$ cat src/rtl/rsri_pkg.sv
// How it works
// - Resets load documented reset values into registers.
// - Interrupt wake with global enable vectors.
// - Wake sets flags of the wake source.
// - Comparator wake sets peripheral flag bit six.
// - Brown-out reset clears power status bit zero.
// - Unimplemented bits always read as zero.
// - Timeout and powerdown bits follow the cause.
// - Power-on during brown-out applies power-on values.
// - Power-on indicator zero after power-on only.
package rsri_pkg;
  // ----------------------------------------
  // Register offsets (word index, byte = 4x)
  // ----------------------------------------
  localparam logic [7:0] REG_INDIRECT_DATA_PORT = 8'h00;
  localparam logic [7:0] REG_TMR = 8'h01;
  localparam logic [7:0] REG_PCL = 8'h02;
  localparam logic [7:0] REG_STAT = 8'h03;
  localparam logic [7:0] REG_FSR = 8'h04;
  localparam logic [7:0] REG_PA = 8'h05;
  localparam logic [7:0] REG_PB = 8'h06;
  localparam logic [7:0] REG_PCH = 8'h0a;
  localparam logic [7:0] REG_ICTL = 8'h0b;
  localparam logic [7:0] REG_PFLG = 8'h0c;
  localparam logic [7:0] REG_CMP = 8'h1f;
  localparam logic [7:0] REG_OPT = 8'h81;
  localparam logic [7:0] REG_DIRA = 8'h85;
  localparam logic [7:0] REG_DIRB = 8'h86;
  localparam logic [7:0] REG_PEN = 8'h8c;
  localparam logic [7:0] REG_PWR = 8'h8e;
  localparam logic [7:0] REG_EE = 8'h90;
  localparam logic [7:0] REG_VREF = 8'h9f;
  localparam logic [7:0] REG_ACC = 8'hf0;
  localparam logic [7:0] REG_EVST = 8'hf1;
  localparam logic [7:0] REG_EVMSK = 8'hf2;
  localparam logic [7:0] REG_PCHI = 8'hf3;
  // ----------------------------------------
  // Masks and reset values
  // ----------------------------------------
  localparam logic [7:0] MASK_5 = 8'h1f;
  localparam logic [7:0] MASK_6 = 8'h3f;
  localparam logic [7:0] MASK_PFLG = 8'h40;
  localparam logic [7:0] MASK_PWR = 8'h03;
  localparam logic [7:0] MASK_EE = 8'h07;
  localparam logic [7:0] MASK_VREF = 8'hef;
  localparam logic [7:0] RST_ZERO = 8'h00;
  localparam logic [7:0] RST_ONES = 8'hff;
  localparam logic [7:0] STAT_UPPER = 8'he0;
  localparam logic [7:0] ICTL_KEEP = 8'hfe;
  localparam logic [12:0] PC_VECTOR = 13'h0004;
  localparam logic [12:0] PC_ZERO = 13'h0000;
  localparam int STAT_TO = 4;
  localparam int STAT_PD = 3;
  localparam int PWR_BOR = 0;
  localparam int PWR_POR = 1;
  localparam int ICTL_GIE = 7;
  localparam int PFLG_CMP = 6;
  localparam int STAT_HI = 5;
  localparam logic [7:0] ICTL_RST_KEEP = 8'h01;
  localparam logic [7:0] STAT_TOPD = 8'h18;
  localparam logic [1:0] TOPD_SET = 2'h3;
  localparam logic [1:0] TOPD_SLEEP = 2'h2;
  localparam logic [12:0] PC_STEP = 13'h0001;
  localparam int EV_W = 7;

  typedef enum logic [2:0] {
    RSRI_NONE, RSRI_POR, RSRI_PIN_RUN, RSRI_PIN_SLEEP, RSRI_WDT, RSRI_BOR
  } rsri_cause_t;

  // Wake request: which flags to set in interrupt control and peripheral flags
  typedef struct packed {
    logic irq;
    logic wdt;
    logic [2:0] ictl_flags;
    logic cmp_change;
  } rsri_wake_t;

  typedef struct packed {
    logic cyc;
    logic stb;
    logic we;
    logic [9:0] adr;
    logic [3:0] sel;
    logic [31:0] dat;
  } rsri_wb_req_t;
endpackage

$ cat src/rtl/rsri_regs.sv
module rsri_regs (
  // Clock and reset
  input wire logic clock_i,
  input wire logic nrst_i,
  // Reset causes and wake events from the reset circuitry
  input wire rsri_pkg::rsri_cause_t cause_i,
  input wire logic cause_vld_i,
  input wire rsri_pkg::rsri_wake_t wake_i,
  input wire logic wake_vld_i,
  // Wishbone slave
  input wire rsri_pkg::rsri_wb_req_t wb_i,
  output logic [31:0] wb_dat_o,
  output logic wb_ack_o,
  // Program counter and interrupt
  output logic [12:0] pc_o,
  output logic irq_o
);
  import rsri_pkg::*;

  logic [7:0] acc_ff, tmr_ff, pcl_ff, stat_ff, fsr_ff, pa_ff, pb_ff, pch_ff;
  logic [7:0] ictl_ff, pflg_ff, cmp_ff, opt_ff, dira_ff, dirb_ff, pen_ff;
  logic [7:0] pwr_ff, vref_ff, pchi_ff;
  logic [EV_W-1:0] evst_ff, evmsk_ff, nxt_ev;
  logic [12:0] pc_ff;
  logic wb_ack_ff, irq_ff;
  logic [31:0] wb_dat_ff;
  logic req, wr, rd, rst_ev, por_ev, wk;
  logic [7:0] wdat, rdat;
  logic wr_acc;
  logic wr_tmr;
  logic wr_pcl;
  logic wr_stat;
  logic wr_fsr;
  logic wr_pa;
  logic wr_pb;
  logic wr_pch;
  logic wr_ictl;
  logic wr_pflg;
  logic wr_cmp;
  logic wr_opt;
  logic wr_dira;
  logic wr_dirb;
  logic wr_pen;
  logic wr_pwr;
  logic wr_vref;
  logic wr_evmsk;
  logic rd_evst;

  function automatic logic is_reg(input logic [9:0] a, input logic [7:0] r);
    return a[9:2] == r;
  endfunction

  assign req = wb_i.cyc && wb_i.stb && !wb_ack_ff;
  assign wr = req && wb_i.we && wb_i.sel[0];
  assign rd = req && !wb_i.we;
  assign wdat = wb_i.dat[7:0];
  // Power-on outranks brown-out at the source: cause carries one value
  assign rst_ev = cause_vld_i && cause_i != RSRI_NONE;
  assign por_ev = cause_vld_i && cause_i == RSRI_POR;
  assign wk = wake_vld_i && !rst_ev;

  // ----------------------------------------
  // Write strobes, one per writable register, plus the event status read strobe
  // ----------------------------------------
  // Indirect port writes land in the pointer: the two share storage
  assign wr_acc = wr && is_reg(wb_i.adr, REG_ACC);
  assign wr_tmr = wr && is_reg(wb_i.adr, REG_TMR);
  assign wr_pcl = wr && is_reg(wb_i.adr, REG_PCL);
  assign wr_stat = wr && is_reg(wb_i.adr, REG_STAT);
  assign wr_fsr = wr && (is_reg(wb_i.adr, REG_FSR) || is_reg(wb_i.adr, REG_INDIRECT_DATA_PORT));
  assign wr_pa = wr && is_reg(wb_i.adr, REG_PA);
  assign wr_pb = wr && is_reg(wb_i.adr, REG_PB);
  assign wr_pch = wr && is_reg(wb_i.adr, REG_PCH);
  assign wr_ictl = wr && is_reg(wb_i.adr, REG_ICTL);
  assign wr_pflg = wr && is_reg(wb_i.adr, REG_PFLG);
  assign wr_cmp = wr && is_reg(wb_i.adr, REG_CMP);
  assign wr_opt = wr && is_reg(wb_i.adr, REG_OPT);
  assign wr_dira = wr && is_reg(wb_i.adr, REG_DIRA);
  assign wr_dirb = wr && is_reg(wb_i.adr, REG_DIRB);
  assign wr_pen = wr && is_reg(wb_i.adr, REG_PEN);
  assign wr_pwr = wr && is_reg(wb_i.adr, REG_PWR);
  assign wr_vref = wr && is_reg(wb_i.adr, REG_VREF);
  assign wr_evmsk = wr && is_reg(wb_i.adr, REG_EVMSK);
  assign rd_evst = rd && is_reg(wb_i.adr, REG_EVST);

  // ----------------------------------------
  // Bus handshake
  // ----------------------------------------
  always_ff @(posedge clock_i or negedge nrst_i) begin
    if (!nrst_i) begin
      wb_ack_ff <= 1'b0;
      wb_dat_ff <= '0;
    end else begin
      wb_ack_ff <= req;
      wb_dat_ff <= rd ? {24'h000000, rdat} : '0;
    end
  end

  // ----------------------------------------
  // Read mux, unimplemented bits zero
  // ----------------------------------------
  always_comb begin
    rdat = RST_ZERO;
    unique case (wb_i.adr[9:2])
      REG_TMR: rdat = tmr_ff;
      REG_PCL: rdat = pcl_ff;
      REG_STAT: rdat = stat_ff;
      REG_FSR, REG_INDIRECT_DATA_PORT: rdat = fsr_ff;
      REG_PA: rdat = pa_ff & MASK_5;
      REG_PB: rdat = pb_ff;
      REG_PCH: rdat = pch_ff & MASK_5;
      REG_ICTL: rdat = ictl_ff;
      REG_PFLG: rdat = pflg_ff & MASK_PFLG;
      REG_CMP: rdat = cmp_ff & MASK_6;
      REG_OPT: rdat = opt_ff;
      REG_DIRA: rdat = dira_ff & MASK_5;
      REG_DIRB: rdat = dirb_ff;
      REG_PEN: rdat = pen_ff & MASK_PFLG;
      REG_PWR: rdat = pwr_ff & MASK_PWR;
      REG_EE: rdat = MASK_EE;
      REG_VREF: rdat = vref_ff & MASK_VREF;
      REG_ACC: rdat = acc_ff;
      REG_EVST: rdat = {1'b0, evst_ff};
      REG_EVMSK: rdat = {1'b0, evmsk_ff};
      REG_PCHI: rdat = {3'h0, pc_ff[12:8]};
      default: rdat = RST_ZERO;
    endcase
  end

  // ----------------------------------------
  // Registers kept across every cause reset, power-on included
  // ----------------------------------------
  always_ff @(posedge clock_i or negedge nrst_i) begin
    if (!nrst_i) begin
      acc_ff <= RST_ZERO;
    end else if (wr_acc && !rst_ev) begin
      acc_ff <= wdat;
    end
  end

  always_ff @(posedge clock_i or negedge nrst_i) begin
    if (!nrst_i) begin
      tmr_ff <= RST_ZERO;
    end else if (wr_tmr && !rst_ev) begin
      tmr_ff <= wdat;
    end
  end

  always_ff @(posedge clock_i or negedge nrst_i) begin
    if (!nrst_i) begin
      fsr_ff <= RST_ZERO;
    end else if (wr_fsr && !rst_ev) begin
      fsr_ff <= wdat;
    end
  end

  always_ff @(posedge clock_i or negedge nrst_i) begin
    if (!nrst_i) begin
      pa_ff <= RST_ZERO;
    end else if (wr_pa && !rst_ev) begin
      pa_ff <= wdat & MASK_5;
    end
  end

  always_ff @(posedge clock_i or negedge nrst_i) begin
    if (!nrst_i) begin
      pb_ff <= RST_ZERO;
    end else if (wr_pb && !rst_ev) begin
      pb_ff <= wdat;
    end
  end

  // ----------------------------------------
  // Registers with a defined reset state
  // ----------------------------------------
  always_ff @(posedge clock_i or negedge nrst_i) begin
    if (!nrst_i) begin
      pch_ff <= RST_ZERO;
    end else if (rst_ev) begin
      pch_ff <= RST_ZERO;
    end else if (wr_pch) begin
      pch_ff <= wdat & MASK_5;
    end
  end

  always_ff @(posedge clock_i or negedge nrst_i) begin
    if (!nrst_i) begin
      cmp_ff <= RST_ZERO;
    end else if (rst_ev) begin
      cmp_ff <= RST_ZERO;
    end else if (wr_cmp) begin
      cmp_ff <= wdat & MASK_6;
    end
  end

  always_ff @(posedge clock_i or negedge nrst_i) begin
    if (!nrst_i) begin
      opt_ff <= RST_ONES;
    end else if (rst_ev) begin
      opt_ff <= RST_ONES;
    end else if (wr_opt) begin
      opt_ff <= wdat;
    end
  end

  always_ff @(posedge clock_i or negedge nrst_i) begin
    if (!nrst_i) begin
      dira_ff <= MASK_5;
    end else if (rst_ev) begin
      dira_ff <= MASK_5;
    end else if (wr_dira) begin
      dira_ff <= wdat & MASK_5;
    end
  end

  always_ff @(posedge clock_i or negedge nrst_i) begin
    if (!nrst_i) begin
      dirb_ff <= RST_ONES;
    end else if (rst_ev) begin
      dirb_ff <= RST_ONES;
    end else if (wr_dirb) begin
      dirb_ff <= wdat;
    end
  end

  always_ff @(posedge clock_i or negedge nrst_i) begin
    if (!nrst_i) begin
      pen_ff <= RST_ZERO;
    end else if (rst_ev) begin
      pen_ff <= RST_ZERO;
    end else if (wr_pen) begin
      pen_ff <= wdat & MASK_PFLG;
    end
  end

  always_ff @(posedge clock_i or negedge nrst_i) begin
    if (!nrst_i) begin
      vref_ff <= RST_ZERO;
    end else if (rst_ev) begin
      vref_ff <= RST_ZERO;
    end else if (wr_vref) begin
      vref_ff <= wdat & MASK_VREF;
    end
  end

  // ----------------------------------------
  // Program counter
  // ----------------------------------------
  always_ff @(posedge clock_i or negedge nrst_i) begin
    if (!nrst_i) begin
      pc_ff <= PC_ZERO;
    end else if (rst_ev) begin
      pc_ff <= PC_ZERO;
    end else if (wk) begin
      // Vector only when the wake came from an interrupt and GLOBAL_INTERRUPT_ENABLE is set
      pc_ff <= (wake_i.irq && ictl_ff[ICTL_GIE]) ? PC_VECTOR : 13'(pc_ff + PC_STEP);
    end else if (wr_pcl) begin
      pc_ff <= {pch_ff[4:0], wdat};
    end
  end
  assign pcl_ff = pc_ff[7:0];

  // ----------------------------------------
  // Interrupt control and peripheral flags
  // ----------------------------------------
  always_ff @(posedge clock_i or negedge nrst_i) begin
    if (!nrst_i) begin
      ictl_ff <= RST_ZERO;
    end else if (rst_ev) begin
      // Only the low flag survives a reset that is not power-on
      ictl_ff <= ictl_ff & ICTL_RST_KEEP & {8{!por_ev}};
    end else if (wr_ictl) begin
      // Wake flags win over a same-cycle software write
      ictl_ff <= wdat | (wk ? {5'h00, wake_i.ictl_flags} : RST_ZERO);
    end else if (wk) begin
      ictl_ff <= ictl_ff | {5'h00, wake_i.ictl_flags};
    end
  end

  always_ff @(posedge clock_i or negedge nrst_i) begin
    if (!nrst_i) begin
      pflg_ff <= RST_ZERO;
    end else if (rst_ev) begin
      pflg_ff <= RST_ZERO;
    end else if (wr_pflg) begin
      pflg_ff <= (wdat & MASK_PFLG) | ((wk && wake_i.cmp_change) ? MASK_PFLG : RST_ZERO);
    end else if (wk && wake_i.cmp_change) begin
      pflg_ff[PFLG_CMP] <= 1'b1;
    end
  end

  // ----------------------------------------
  // Status: timeout and powerdown indicators
  // ----------------------------------------
  always_ff @(posedge clock_i or negedge nrst_i) begin
    if (!nrst_i) begin
      stat_ff <= STAT_TOPD;
    end else if (rst_ev) begin
      stat_ff[7:STAT_HI] <= '0;
      // Brown-out picks the power-on pattern for the two indicators
      unique case (cause_i)
        RSRI_POR: stat_ff[STAT_TO:STAT_PD] <= TOPD_SET;
        RSRI_PIN_SLEEP: stat_ff[STAT_TO:STAT_PD] <= TOPD_SLEEP;
        RSRI_WDT: stat_ff[STAT_TO] <= 1'b0;
        RSRI_BOR: stat_ff[STAT_TO:STAT_PD] <= TOPD_SET;
        default: stat_ff[STAT_TO:STAT_PD] <= stat_ff[STAT_TO:STAT_PD];
      endcase
    end else if (wk) begin
      stat_ff[STAT_PD] <= 1'b0;
      stat_ff[STAT_TO] <= !wake_i.wdt;
    end else if (wr_stat) begin
      stat_ff <= (wdat & ~STAT_TOPD) | (stat_ff & STAT_TOPD);
    end
  end

  // ----------------------------------------
  // Power status
  // ----------------------------------------
  always_ff @(posedge clock_i or negedge nrst_i) begin
    if (!nrst_i) begin
      pwr_ff <= RST_ZERO;
    end else if (por_ev) begin
      pwr_ff[PWR_POR] <= 1'b0;
    end else if (rst_ev && cause_i == RSRI_BOR) begin
      pwr_ff[PWR_BOR] <= 1'b0;
    end else if (wr_pwr) begin
      pwr_ff <= wdat & MASK_PWR;
    end
  end

  // ----------------------------------------
  // Event status, mask, interrupt
  // ----------------------------------------
  always_comb begin
    nxt_ev = '0;
    nxt_ev[0] = por_ev;
    nxt_ev[1] = rst_ev && cause_i == RSRI_BOR;
    nxt_ev[2] = rst_ev && cause_i == RSRI_WDT;
    nxt_ev[3] = rst_ev && (cause_i == RSRI_PIN_RUN || cause_i == RSRI_PIN_SLEEP);
    nxt_ev[4] = wk && wake_i.irq;
    nxt_ev[5] = wk && wake_i.wdt;
    nxt_ev[6] = wk && wake_i.cmp_change;
  end

  always_ff @(posedge clock_i or negedge nrst_i) begin
    if (!nrst_i) begin
      evst_ff <= '0;
    end else begin
      // New event wins over read-clear
      evst_ff <= (rd_evst ? {EV_W{1'b0}} : evst_ff) | nxt_ev;
    end
  end

  always_ff @(posedge clock_i or negedge nrst_i) begin
    if (!nrst_i) begin
      evmsk_ff <= '0;
    end else if (wr_evmsk) begin
      evmsk_ff <= wdat[EV_W-1:0];
    end
  end

  // Registered so the level output never glitches on a read-clear
  always_ff @(posedge clock_i or negedge nrst_i) begin
    if (!nrst_i) begin
      irq_ff <= 1'b0;
    end else begin
      irq_ff <= |(evst_ff & evmsk_ff);
    end
  end

  assign pchi_ff = '0;
  assign wb_ack_o = wb_ack_ff;
  assign wb_dat_o = wb_dat_ff;
  assign pc_o = pc_ff;
  assign irq_o = irq_ff;
endmodule // rsri_regs

$ cat config.mk
export PLATFORM = sky130hd
export DESIGN_NAME = rsri_regs
export DESIGN_NICKNAME = d
export VERILOG_FILES = /design/src/rtl/rsri_pkg.sv /design/src/rtl/rsri_regs.sv
export SDC_FILE = /design/constraint.sdc
export NUM_CORES = 1
export LEC_CHECK = 0
export BUFFER_PORTS_ARGS = -buffer_cell sky130_fd_sc_hd__buf_2
export CORE_MARGIN = 2
export CORE_UTILIZATION = 33
export CTS_CLUSTER_SIZE = 24
export DETAILED_ROUTE_END_ITERATION = 6
export PLACE_DENSITY = 0.48
export SETUP_SLACK_MARGIN = 0.2
export SLEW_MARGIN = 20
export SYNTH_ARGS = -nofsm -noshare
export SYNTH_HDL_FRONTEND = slang
export SYNTH_SLANG_ARGS = --single-unit
$ cat constraint.sdc
create_clock -name clock_i -period 2.46 [get_ports clock_i]
set_clock_uncertainty 0.1 [all_clocks]
set_input_delay 0.492 -clock clock_i [delete_from_list [all_inputs] [get_ports clock_i]]
set_output_delay 0.492 -clock clock_i [all_outputs]
set_load 0.02 [all_outputs]
# Yosys cells after proc, flatten, opt, wreduce, memory -nomap -nowiden
# Index checks and enable logic that the tools add are counted.
# word_totals
register_bits,140
inputBits,62
output_inout_bits,47
wordCells,179
# classes
n_addsub,1
n_eq_ne,30
n_mux,40
n_bitwise,10
n_reduce_logical,72
# ops
cell,count
one-hot mux 8 bit (21 select lines),1
equality test 8 bit (second input constant),11
two-way mux 8 bit,11
two-way mux 13 bit,4
logical AND 1 bit,39
two-way mux 7 bit,5
two-way mux 5 bit,5
equality test 8 x 3 -> 1 bit (second input constant),3
equality test 8 x 4 -> 1 bit (second input constant),3
nonzero test 2 bit,10
two-way mux 6 bit,3
equality test 8 x 2 -> 1 bit (second input constant),2
OR 8 x 3 -> 8 bit,2
nonzero test 3 bit,5
OR 7 bit,2
adder 13 x 1 -> 13 bit (second input constant),1
AND reduction 2 bit,5
bitwise AND 1 x 8 -> 8 bit,1
equality test 8 x 1 -> 1 bit (second input constant),1
equality test 8 x 5 -> 1 bit (second input constant),1
logical NOT 8 bit,1
OR 8 x 5 -> 8 bit,1
bitwise AND 7 bit,1
OR reduction 7 bit,1
other kinds (16),34

# Longest topological paths before layout
# Gate-level depths: netlist of run 1.
# logic_depth
depth_word,9
depth_mapped,8
depth_no_buf,6

# Worst setup path after synthesis of run 1
# OpenSTA, ideal clock, no wires.
# synth_path
kind,input port to flip-flop
from,in wb_i[45] (netlist name)
to,reg pb_ff[6]
arrival_ps,2029
required_ps,2232
path_slack_ps,204
cell_stages,6
cell_sequence,buf_2 or4_4 buf_2 nor3_4 nand2_2 mux2_1
# synth_via
elab_chain_cells,3
# synth_rtl
item,line_no,text
"start, declared",rsri_regs.sv:11,"input wire rsri_pkg::rsri_wb_req_t wb_i,"
equality test 8 x 3 -> 1 bit,rsri_regs.sv:50,return a[9:2] == r;
logical AND 1 bit,rsri_regs.sv:72,"assign wr_pb = wr && is_reg(wb_i.adr, REG_PB);"
logical AND 1 bit,rsri_regs.sv:168,end else if (wr_pb && !rst_ev) begin
"end signal, assigned",rsri_regs.sv:169,pb_ff <= wdat;
"end, declared",rsri_regs.sv:20,"logic [7:0] acc_ff, tmr_ff, pcl_ff, stat_ff, fsr_ff, pa_ff, pb_ff, pch_ff;"
# No other way between the ends.
# A chain may end at the register's enable or synchronous reset.

# Final worst setup path of run 1
# layout_path
from,in wb_i[42] (netlist name)
to,reg pa_ff[1]
# layout_via
elab_chain_cells,3
# layout_rtl
item,line_no,text
equality test 8 x 3 -> 1 bit,rsri_regs.sv:50,
logical AND 1 bit,rsri_regs.sv:71,"assign wr_pa = wr && is_reg(wb_i.adr, REG_PA);"
logical AND 1 bit,rsri_regs.sv:160,end else if (wr_pa && !rst_ev) begin
"end signal, assigned",rsri_regs.sv:161,pa_ff <= wdat & MASK_5;
"end, declared",rsri_regs.sv:20,
# No other way between the ends.

==> results of run 1 <==
cells by family (layout without fill, tap and decap cells):
kind of cell / Yosys count / in the layout / share of synthesized area [%]
XOR/XNOR: 1 / 1 / 0.120
other: 1 / 24 / 0.0515
AO/OA/AOI/OAI: 145 / 145 / 13.5
multiplexers: 112 / 112 / 16.3
buffers and inverters: 73 / 186 / 5.36
AND/OR/NAND/NOR: 262 / 262 / 18.4
adder cells (fa/ha/maj): 1 / 1 / 0.172
flip-flops: 133 / 133 / 46.1
worst paths after layout:
path,endpoint,slack [ns]
worst min-delay path,ictl_ff[1],0.22
worst max register to register,wb_dat_o[2],0.36
max in group asynchronous,dira_ff[2],1.03
min in group asynchronous,wb_ack_o,0.53
worst max-delay path,pa_ff[1],0.27
worst min register to register,dirb_ff[1],0.39
layout make-up:
cell class,count,share of cell area [%]
clock buffer,18,4.79
clock inverter,14,1.72
inverter,3,0.126
multi-input combinational,545,40.7
sequential,133,37.4
tap,280,3.91
timing repair buffer,151,11.3
worst register-to-register path, delay by kind of cell (launching register included):
family / cells / cell delay, ns
buffers and inverters: 1 / 0.22
AOI/OAI and AO/OA: 3 / 0.95
DFF: 1 / 0.38
muxes: 1 / 0.30
metal layers:
layer  share of wire (%)  global-route usage, %
met5                   0                      0
met4                 2.1                   6.88
met3                 6.8                   5.29
met2                  47                   37.3
met1                  44                   31.3
through the flow:
stage	area, um2	utilization, %	instances
6_report	8970	41.2	1144
5_1_grt	8970	41.2	1144
4_1_cts	8960	41.2	1144
3_5_place_dp	8360	38.4	1111
3_3_place_gp	8360	38.4	1111
2_1_floorplan	7370	-	751
report_power, final:
group          switching (mW)  total (mW)  leakage [nW]  internal, mW
logic                   0.396       0.584          2.05         0.188
registers              0.0500        2.28          1.73          2.23
clock network            1.05        2.56         0.277          1.50
placed cells by master, fill, tap and decap left out, types with 5 or more instances in the layout:
cell and n:
and3_1 11, dfrtp_1 110, buf_2 54, nor2b_1 11
o21ai_0 37, nor4_1 8, nor3_2 5, a222oi_1 5
dfstp_2 23, mux2_2 53, a22oi_1 10, nand2_1 95
conb_1 24, a21oi_1 23, clkbuf_16 17, o31a_1 6
a31oi_1 16, mux2i_1 58, a32o_1 7, nor3_1 14
nand3_1 30, a22o_1 5, buf_4 94, o22ai_1 5
nor2_1 49
what timing repair did:
| item | 4_1_cts | 5_1_grt |
|---|---|---|
| hold buffers | 1 | 0 |
| endpoints found under the hold margin | 49 | 0 |
| gates cloned | 0 | 0 |
| gates resized for setup | 1 | 2 |
| endpoints found under the setup margin | 1 | 10 |
==> impl_metrics.json, run 1 <==
{
  "min_path_cells": 3,
  "synth_area_um2": 7280,
  "viasPerCell": 5.57,
  "slew_headroom_pct": 56.5,
  "setup_slack_ns": 0.275,
  "area_delta_synth_final_pct": 23.1,
  "crit_cells": 7,
  "timing.max_cap.violations": 0,
  "synth-warning-count": 0,
  "end_kind": "flop",
  "numPortBuffers": 55,
  "drc_errors": 0,
  "reg2regPathDepth": 5,
  "drtIter0Drc": 622,
  "setup_viol": 0,
  "slowest_delay_ns": 0.58,
  "p_leak_nw": 4.06,
  "startpoint": "wb_i[42]",
  "row_count": 54,
  "start_kind": "input port",
  "critical_path.most_common_cell": "buf_4",
  "cts_setup_buffers": 0,
  "chipWidth_um": 153,
  "outcome": "finished, final reports clean",
  "fin_crit_sh_pct": 88.8,
  "min_period_ns": 2.19,
  "synthArstFlopShare_pct": 100,
  "timing.critical_path.buf_inv": 3,
  "grt_max_degree": 65,
  "synth.distinct_cells": 70,
  "arrival_ns": 2.40,
  "gr-total-overflow": 0,
  "power_density_nw_per_um2": 604,
  "path_clk_slew_ns": 0.06,
  "rr_startpoint": "ictl_ff[2]",
  "ys_top_cells_by_area": "dfrtp_1, dfstp_2, mux2_2, mux2i_1, nand2_1",
  "nets": 914,
  "critPathKind": "in -> reg",
  "globalplace.congestion": 0.932,
  "gr-usage-all-layers_pct": 23.2,
  "synth-seq-cells": 133,
  "dp_slack_ns": -0.230,
  "num_vias": 6371,
  "syn_avg_cell_area_um2": 10.0,
  "cp_top_family": "simple AND/OR/NAND/NOR gates",
  "regArea_um2": 3360,
  "fillCellCount": 2115,
  "holdCritPathClass": "in -> reg",
  "hold_violations": 0,
  "cts_buffers": 17,
  "cts_buffer_depth": 2,
  "cpMaxStageDelayCell": "or4_4",
  "cts-root-buf": "clkbuf_16",
  "antenna_left": 0,
  "grt_pass1_vias": 6389,
  "dpl.hpwl_mm": 19.3,
  "synth_flop_cell": "dfrtp_1",
  "min_from": "wake_i[2]",
  "largest_register_ffs": 13,
  "rsz0062_at_grt": "yes",
  "die_y_um": 153,
  "grt_pass1_wl_mm": 40.8,
  "die_area_um2": 23300,
  "antenna_found_initial": 0,
  "wl_per_cell_um": 23.0,
  "path_max_fanout": 6,
  "timing.hold.ws_ns": 0.220,
  "cts.sinks": 133,
  "syn_inst": 728,
  "drive_gt1_share_pct": 32.3,
  "synth_common_cells": "dfrtp_1, nand2_1, mux2i_1",
  "cts_tree": "built",
  "totalWireLength_mm": 26.3,
  "synth_top_area_share_pct": 37.8,
  "tns_ns": 0,
  "slew_violations": 0,
  "core_um2": 21800,
  "path_cells": "buf_2, buf_4, or4_4, buf_4, nor3_4, nand3_2, mux2_2",
  "htree_levels": 4,
  "synth_most_common_cell": "dfrtp_1",
  "power_mw": 5.42,
  "clock_latency_ns": 0.43,
  "multi_input_area_um2": 3650,
  "io_pins": 109,
  "synth_edf_count": 0,
  "yosysSeqAreaShare_pct": 46.1,
  "initial_core_util_pct": 33.5,
  "irDropWorstVdd_mv": 0.340,
  "worstPathRequired_ns": 2.67,
  "worst_pin_slew_ns": 0.636,
  "dr.pass1.iters": 6,
  "diodes": 0,
  "fmax_ghz": 0.458,
  "synth_top_area_cell": "dfrtp_1"
}
(Power assumes the default switching activity.)
==> run 2: changes to the inputs <==
--- a/config.mk
+++ b/config.mk
@@ -18 +18,2 @@
 export SYNTH_SLANG_ARGS = --single-unit
+export TNS_END_PERCENT = 10
==> constraint.sdc (replaced) <==
create_clock -name clock_i -period 2.46 [get_ports clock_i]
set_clock_uncertainty 0.1 [all_clocks]
set_input_delay 0.123 -clock clock_i [delete_from_list [all_inputs] [get_ports clock_i]]
set_output_delay 0.123 -clock clock_i [all_outputs]
set_load 0.02 [all_outputs]
==> run 2 against run 1 <==
Against the previous run:
- the run now ends with design-rule violations left
- critical path type is now reg -> reg
- non-clock buffer count shrank 16
- first-iteration DRC count is 20% lower
- combinational power is essentially flat
==> impl_metrics.json, run 2 (synthesized netlist as in run 1, its figures left out) <==
{
  "fin_crit_sh_pct": 90.0,
  "grt_pass1_wl_mm": 40.6,
  "num_vias": 6302,
  "drc_errors": 1,
  "dpl.hpwl_mm": 19.5,
  "grt_pass1_vias": 6241,
  "cts_buffer_depth": 2,
  "layout_common_cells": "dfrtp_1, nand2_1, buf_4, mux2i_1, buf_2",
  "totalWireLength_mm": 26.9,
  "holdCritPathClass": "in -> reg",
  "largest_register_ffs": 13,
  "critPathKind": "reg -> reg",
  "die_area_um2": 23300,
  "cp_top_family": "simple AND/OR/NAND/NOR gates",
  "drive_gt1_share_pct": 29.2,
  "cts_tree": "built",
  "diodes": 0,
  "clock_latency_ns": 0.43,
  "crit_cells": 4,
  "gr-usage-all-layers_pct": 23.2,
  "mostFrequentLayoutCell": "dfrtp_1",
  "area_delta_synth_final_pct": 22.3,
  "cts_setup_buffers": 0,
  "globalplace.congestion": 0.930,
  "power_mw": 5.53,
  "nets": 898,
  "min_period_ns": 2.21,
  "viasPerCell": 5.59,
  "htree_levels": 4,
  "start_kind": "flop",
  "initial_core_util_pct": 33.5,
  "worstPathRequired_ns": 2.67,
  "path_clk_slew_ns": 0.07,
  "setup_viol": 0,
  "die_y_um": 153,
  "timing.critical_path.buf_inv": 0,
  "io_pins": 109,
  "path_cells": "and3b_1, and3_1, nand3_1, mux2_2",
  "arrival_ns": 2.42,
  "cts-root-buf": "clkbuf_16",
  "fmax_ghz": 0.452,
  "fin_util_pct": 40.9,
  "drtIter0Drc": 497,
  "timing.max_cap.violations": 0,
  "core_um2": 21800,
  "antenna_left": 0,
  "outcome": "finished with violations",
  "cts.sinks": 133,
  "antenna_found_initial": 0,
  "reg2regPathDepth": 4,
  "end_kind": "flop",
  "slew_violations": 0,
  "worst_pin_slew_ns": 0.798,
  "wl_per_cell_um": 23.8,
  "violations": "design-rule violations",
  "design_area_um2": 8910,
  "slew_headroom_pct": 46.8,
  "tns_ns": 0,
  "power_density_nw_per_um2": 621,
  "setup_slack_ns": 0.247,
  "cts_buffers": 17,
  "numPortBuffers": 55,
  "dp_slack_ns": 0.232,
  "row_count": 54,
  "gr-total-overflow": 0,
  "rsz0062_at_grt": "yes",
  "irDropWorstVdd_mv": 0.353,
  "slowest_delay_ns": 0.47,
  "placed_area_um2": 8130,
  "cpMaxStageDelayCell": "and3_1",
  "chipWidth_um": 153,
  "min_path_cells": 3,
  "p_leak_nw": 3.98,
  "hold_violations": 0,
  "dr.pass1.iters": 7,
  "path_max_fanout": 8,
  "grt_max_degree": 83
}
run 2: changes by cell type in the layout (fill, tap and decap cells not counted), moves of 2 or more:
cell / change
clkinv_4: -3
inv_8: +2
clkinv_2: -2
dlygate4sd3_1: +16
inv_6: +2
buf_4: -32
run 2: layer usage:
| metal | GRT usage [%] | part of all wire (%) | wire length [um] |
|---|---|---|---|
| met4 | 8.11 | 2.5 | 681 |
| met2 | 37.1 | 46 | 12500 |
| met3 | 4.12 | 5.3 | 1420 |
| met1 | 31.8 | 46 | 12300 |
| met5 | 0 | 0 | 0 |
run 2: path summary, 6_finish.rpt:
kind | from | end | slack (ns)
max | wb_ack_o | acc_ff[6] | 0.25
min | wake_vld_i | ictl_ff[2] | 0.02
max reg2reg | wb_ack_o | acc_ff[6] | 0.25
min reg2reg | pb_ff[6] | pb_ff[6] | 0.40
max in group asynchronous | nrst_i | pc_o[8] | 1.31
min in group asynchronous | nrst_i | pwr_ff[1] | 0.22
run 2: final cells by class:
type / instances / area, um2
Timing Repair Buffer: 135 / 937
Tap cell: 280 / 350
Clock inverter: 14 / 165
Fill cell: 2173 / 12800
Multi-Input combinational cell: 545 / 3650
Clock buffer: 18 / 439
Inverter: 3 / 11.3
Sequential cell: 133 / 3360
run 2: per-stage QoR:
step                cells  hold WS, ns
finish               1128       0.0172
global route         1128       0.0281
floorplan             751       -0.273
global placement     1079        0.135
CTS                  1128      0.00620
detailed placement   1079        0.141
run 2: timing repair:
action	in CTS	in global routing
hold buffers	17	0
resized for setup	0	2
hold endpoints to repair	72	0
setup endpoints to repair	0	20
run 2: power by group:
group	internal, mW	total, mW	switching, mW	leakage (nW)
logic	0.183	0.582	0.399	1.96
clock network	1.55	2.67	1.12	0.284
registers	2.23	2.28	0.0499	1.73
total	3.96	5.53	1.57	3.98
run 2: tightest hold or removal path, cell delays in order:
cell     delay [ns]
buf_2          0.21
nand2_1        0.10
a31oi_1        0.07
==> run 3: changes to the inputs <==
Settings changed: ABC_AREA from default to 1, SLEW_MARGIN 20 to 0.
==> run 3 against run 2 <==
Against the previous run:
- the flow now finishes without violations
- area after synthesis shrank 1.8%
- cell count grew 15%
- non-clock buffer count down 44
- die area shrank 1.7%
- flip-flop and latch count unchanged
- worst setup slack gained 0.30 ns
- clock-buffer cell count grew 1
- clock power is 3% lower
- sequential share of layout area up 1.9 points
- largest power group unchanged
==> impl_metrics.json, run 3 <==
{
  "outcome": "finished, final reports clean",
  "cts_buffer_depth": 2,
  "worstPathRequired_ns": 2.65,
  "startpoint": "cause_i[2]",
  "hold_violations": 0,
  "fmax_ghz": 0.523,
  "cpMaxStageDelayCell": "dlygate4sd3_1",
  "gr-total-overflow": 0,
  "rrSetupSlack_ns": 0.55,
  "start_kind": "input port",
  "synthArstFlopShare_pct": 100,
  "dr.pass1.iters": 5,
  "slew_headroom_pct": 51.5,
  "holdCritPathClass": "in -> reg",
  "layout_common_cells": "nand2_1, nor2_1, dfrtp_1, nand3_1, o21ai_0",
  "slowest_delay_ns": 0.52,
  "cts-root-buf": "clkbuf_16",
  "setup_slack_ns": 0.548,
  "gr-usage-all-layers_pct": 23.2,
  "antenna_found_initial": 0,
  "path_max_fanout": 12,
  "grt_max_degree": 63,
  "io_pins": 109,
  "p_leak_nw": 3.99,
  "ys_top_cells_by_area": "dfrtp_1, nand2_1, dfstp_2, nor2_1, nand3_1",
  "nets": 1070,
  "critPathKind": "in -> reg",
  "path_clk_slew_ns": 0.05,
  "fin_crit_sh_pct": 77.7,
  "timing.max_cap.violations": 0,
  "path_cells": "dlygate4sd3_1, buf_2, inv_2, a21oi_4, nor2_4, nand2_4, inv_2, nand2_1, o21ai_0",
  "drtIter0Drc": 572,
  "slew_violations": 0,
  "power_density_nw_per_um2": 665,
  "die_area_um2": 22900,
  "setup_viol": 0,
  "synth_edf_count": 0,
  "synth_top_area_share_pct": 38.5,
  "synth_area_um2": 7160,
  "viasPerCell": 5.05,
  "numPortBuffers": 55,
  "core_um2": 21200,
  "fin_util_pct": 40.1,
  "cts_tree": "built",
  "irDropWorstVdd_mv": 0.418,
  "dpl.hpwl_mm": 18.9,
  "cts_setup_buffers": 0,
  "yosysSeqAreaShare_pct": 46.9,
  "area_delta_synth_final_pct": 18.6,
  "synth_flop_cell": "dfrtp_1",
  "synth.distinct_cells": 41,
  "syn_avg_cell_area_um2": 7.79,
  "arrival_ns": 2.11,
  "tns_ns": 0,
  "syn_inst": 919,
  "worst_pin_slew_ns": 0.720,
  "cts.sinks": 133,
  "grt_pass1_wl_mm": 38.2,
  "rsz0062_at_grt": "no",
  "min_period_ns": 1.91,
  "totalWireLength_mm": 25.4,
  "diodes": 0,
  "grt_pass1_vias": 6181,
  "clock_latency_ns": 0.43,
  "row_count": 53,
  "synth-warning-count": 0,
  "fin_cells": 1295,
  "dp.cells": 1242,
  "die_y_um": 151,
  "min_from": "wb_i[6]",
  "antenna_left": 0,
  "wl_per_cell_um": 19.6,
  "drive_gt1_share_pct": 18.6,
  "drc_errors": 0,
  "htree_levels": 4,
  "initial_core_util_pct": 33.8,
  "num_vias": 6538,
  "end_kind": "flop",
  "chipWidth_um": 151,
  "critical_path.most_common_cell": "inv_2",
  "synth_common_cells": "nand2_1, nor2_1, dfrtp_1",
  "cts_buffers": 17,
  "synth_top_area_cell": "dfrtp_1",
  "rr_startpoint": "wb_ack_o",
  "dp_slack_ns": 0.502,
  "synth_most_common_cell": "nand2_1",
  "globalplace.congestion": 0.923,
  "synth-seq-cells": 133,
  "largest_register_ffs": 13,
  "mostFrequentLayoutCell": "nand2_1"
}
## run 3: changes by cell type in the layout (fill, tap and decap cells not counted), sizes merged, moves of 12 or more
cell	before	now
nor3	21	4
buf	118	70
mux2i	58	0
mux2	54	0
nor2	50	134
nand2	97	265
a31oi	17	2
a21oi	23	41
nand3	33	85
nand4	3	15
o21ai	37	106
inv	10	65
## run 3: cells by family after synthesis
| family | after synthesis | synth area share, % |
|---|---|---|
| AO/OA/AOI/OAI | 167 | 13.6 |
| XOR/XNOR | 2 | 0.245 |
| adder cells (fa/ha/maj) | 1 | 0.175 |
| buffers and inverters | 110 | 7.90 |
| flip-flops | 133 | 46.9 |
| other | 1 | 0.0524 |
| AND/OR/NAND/NOR | 505 | 31.1 |
## run 3: worst paths after layout
path / endpoint / cells after the start
max: pc_o[3] / 9
min: pc_o[6] / 3
max reg2reg: pc_o[12] / 6
min reg2reg: stat_ff[2] / 2
max in group asynchronous: stat_ff[3] / 3
min in group asynchronous: vref_ff[2] / 2
## run 3: metrics by stage
step	power (mW)	hold slack [ns]	instance area, um2
after CTS	5.68	0.00890	8490
after floorplan	2.81	-0.273	7240
after global placement	3.06	0.0577	7680
after detailed placement	3.06	0.0531	7680
final	5.65	0.0259	8490
after global routing	5.88	0.0311	8490
## run 3: routing by layer
layer	share of wire (%)	GRT usage [%]	vias up	wire (um)
met5	0	0	-	0
met4	3.4	9.39	0	866
met1	46	31.8	3103	11600
met2	45	36.0	228	11300
li1	-	-	3153	-
met3	6.0	4.22	54	1530
## run 3: critical path, delay by kind of cell
kind	cells	cell delay (ns)
compound gates	2	0.58
simple gates	3	0.46
buf+inv	4	0.92
## run 3: layout make-up
cell class / instances / area (um2)
clock buffer: 19 / 433
clock inverter: 13 / 161
fill: 2208 / 12700
inverter: 65 / 244
multi-input combinational: 699 / 3320
sequential: 133 / 3360
tap: 275 / 344
timing repair buffer: 91 / 629
## run 3: report_power, final
group	total [mW]	switching (mW)	internal, mW
sequential	2.44	0.111	2.33
clock	2.59	1.00	1.59
combinational	0.614	0.433	0.181
total	5.65	1.55	4.10
## run 3: what timing repair did
action                    4_1_cts  5_1_grt
gates resized for setup         0        0
hold buffers                   21        0
hold endpoints to repair       88        0
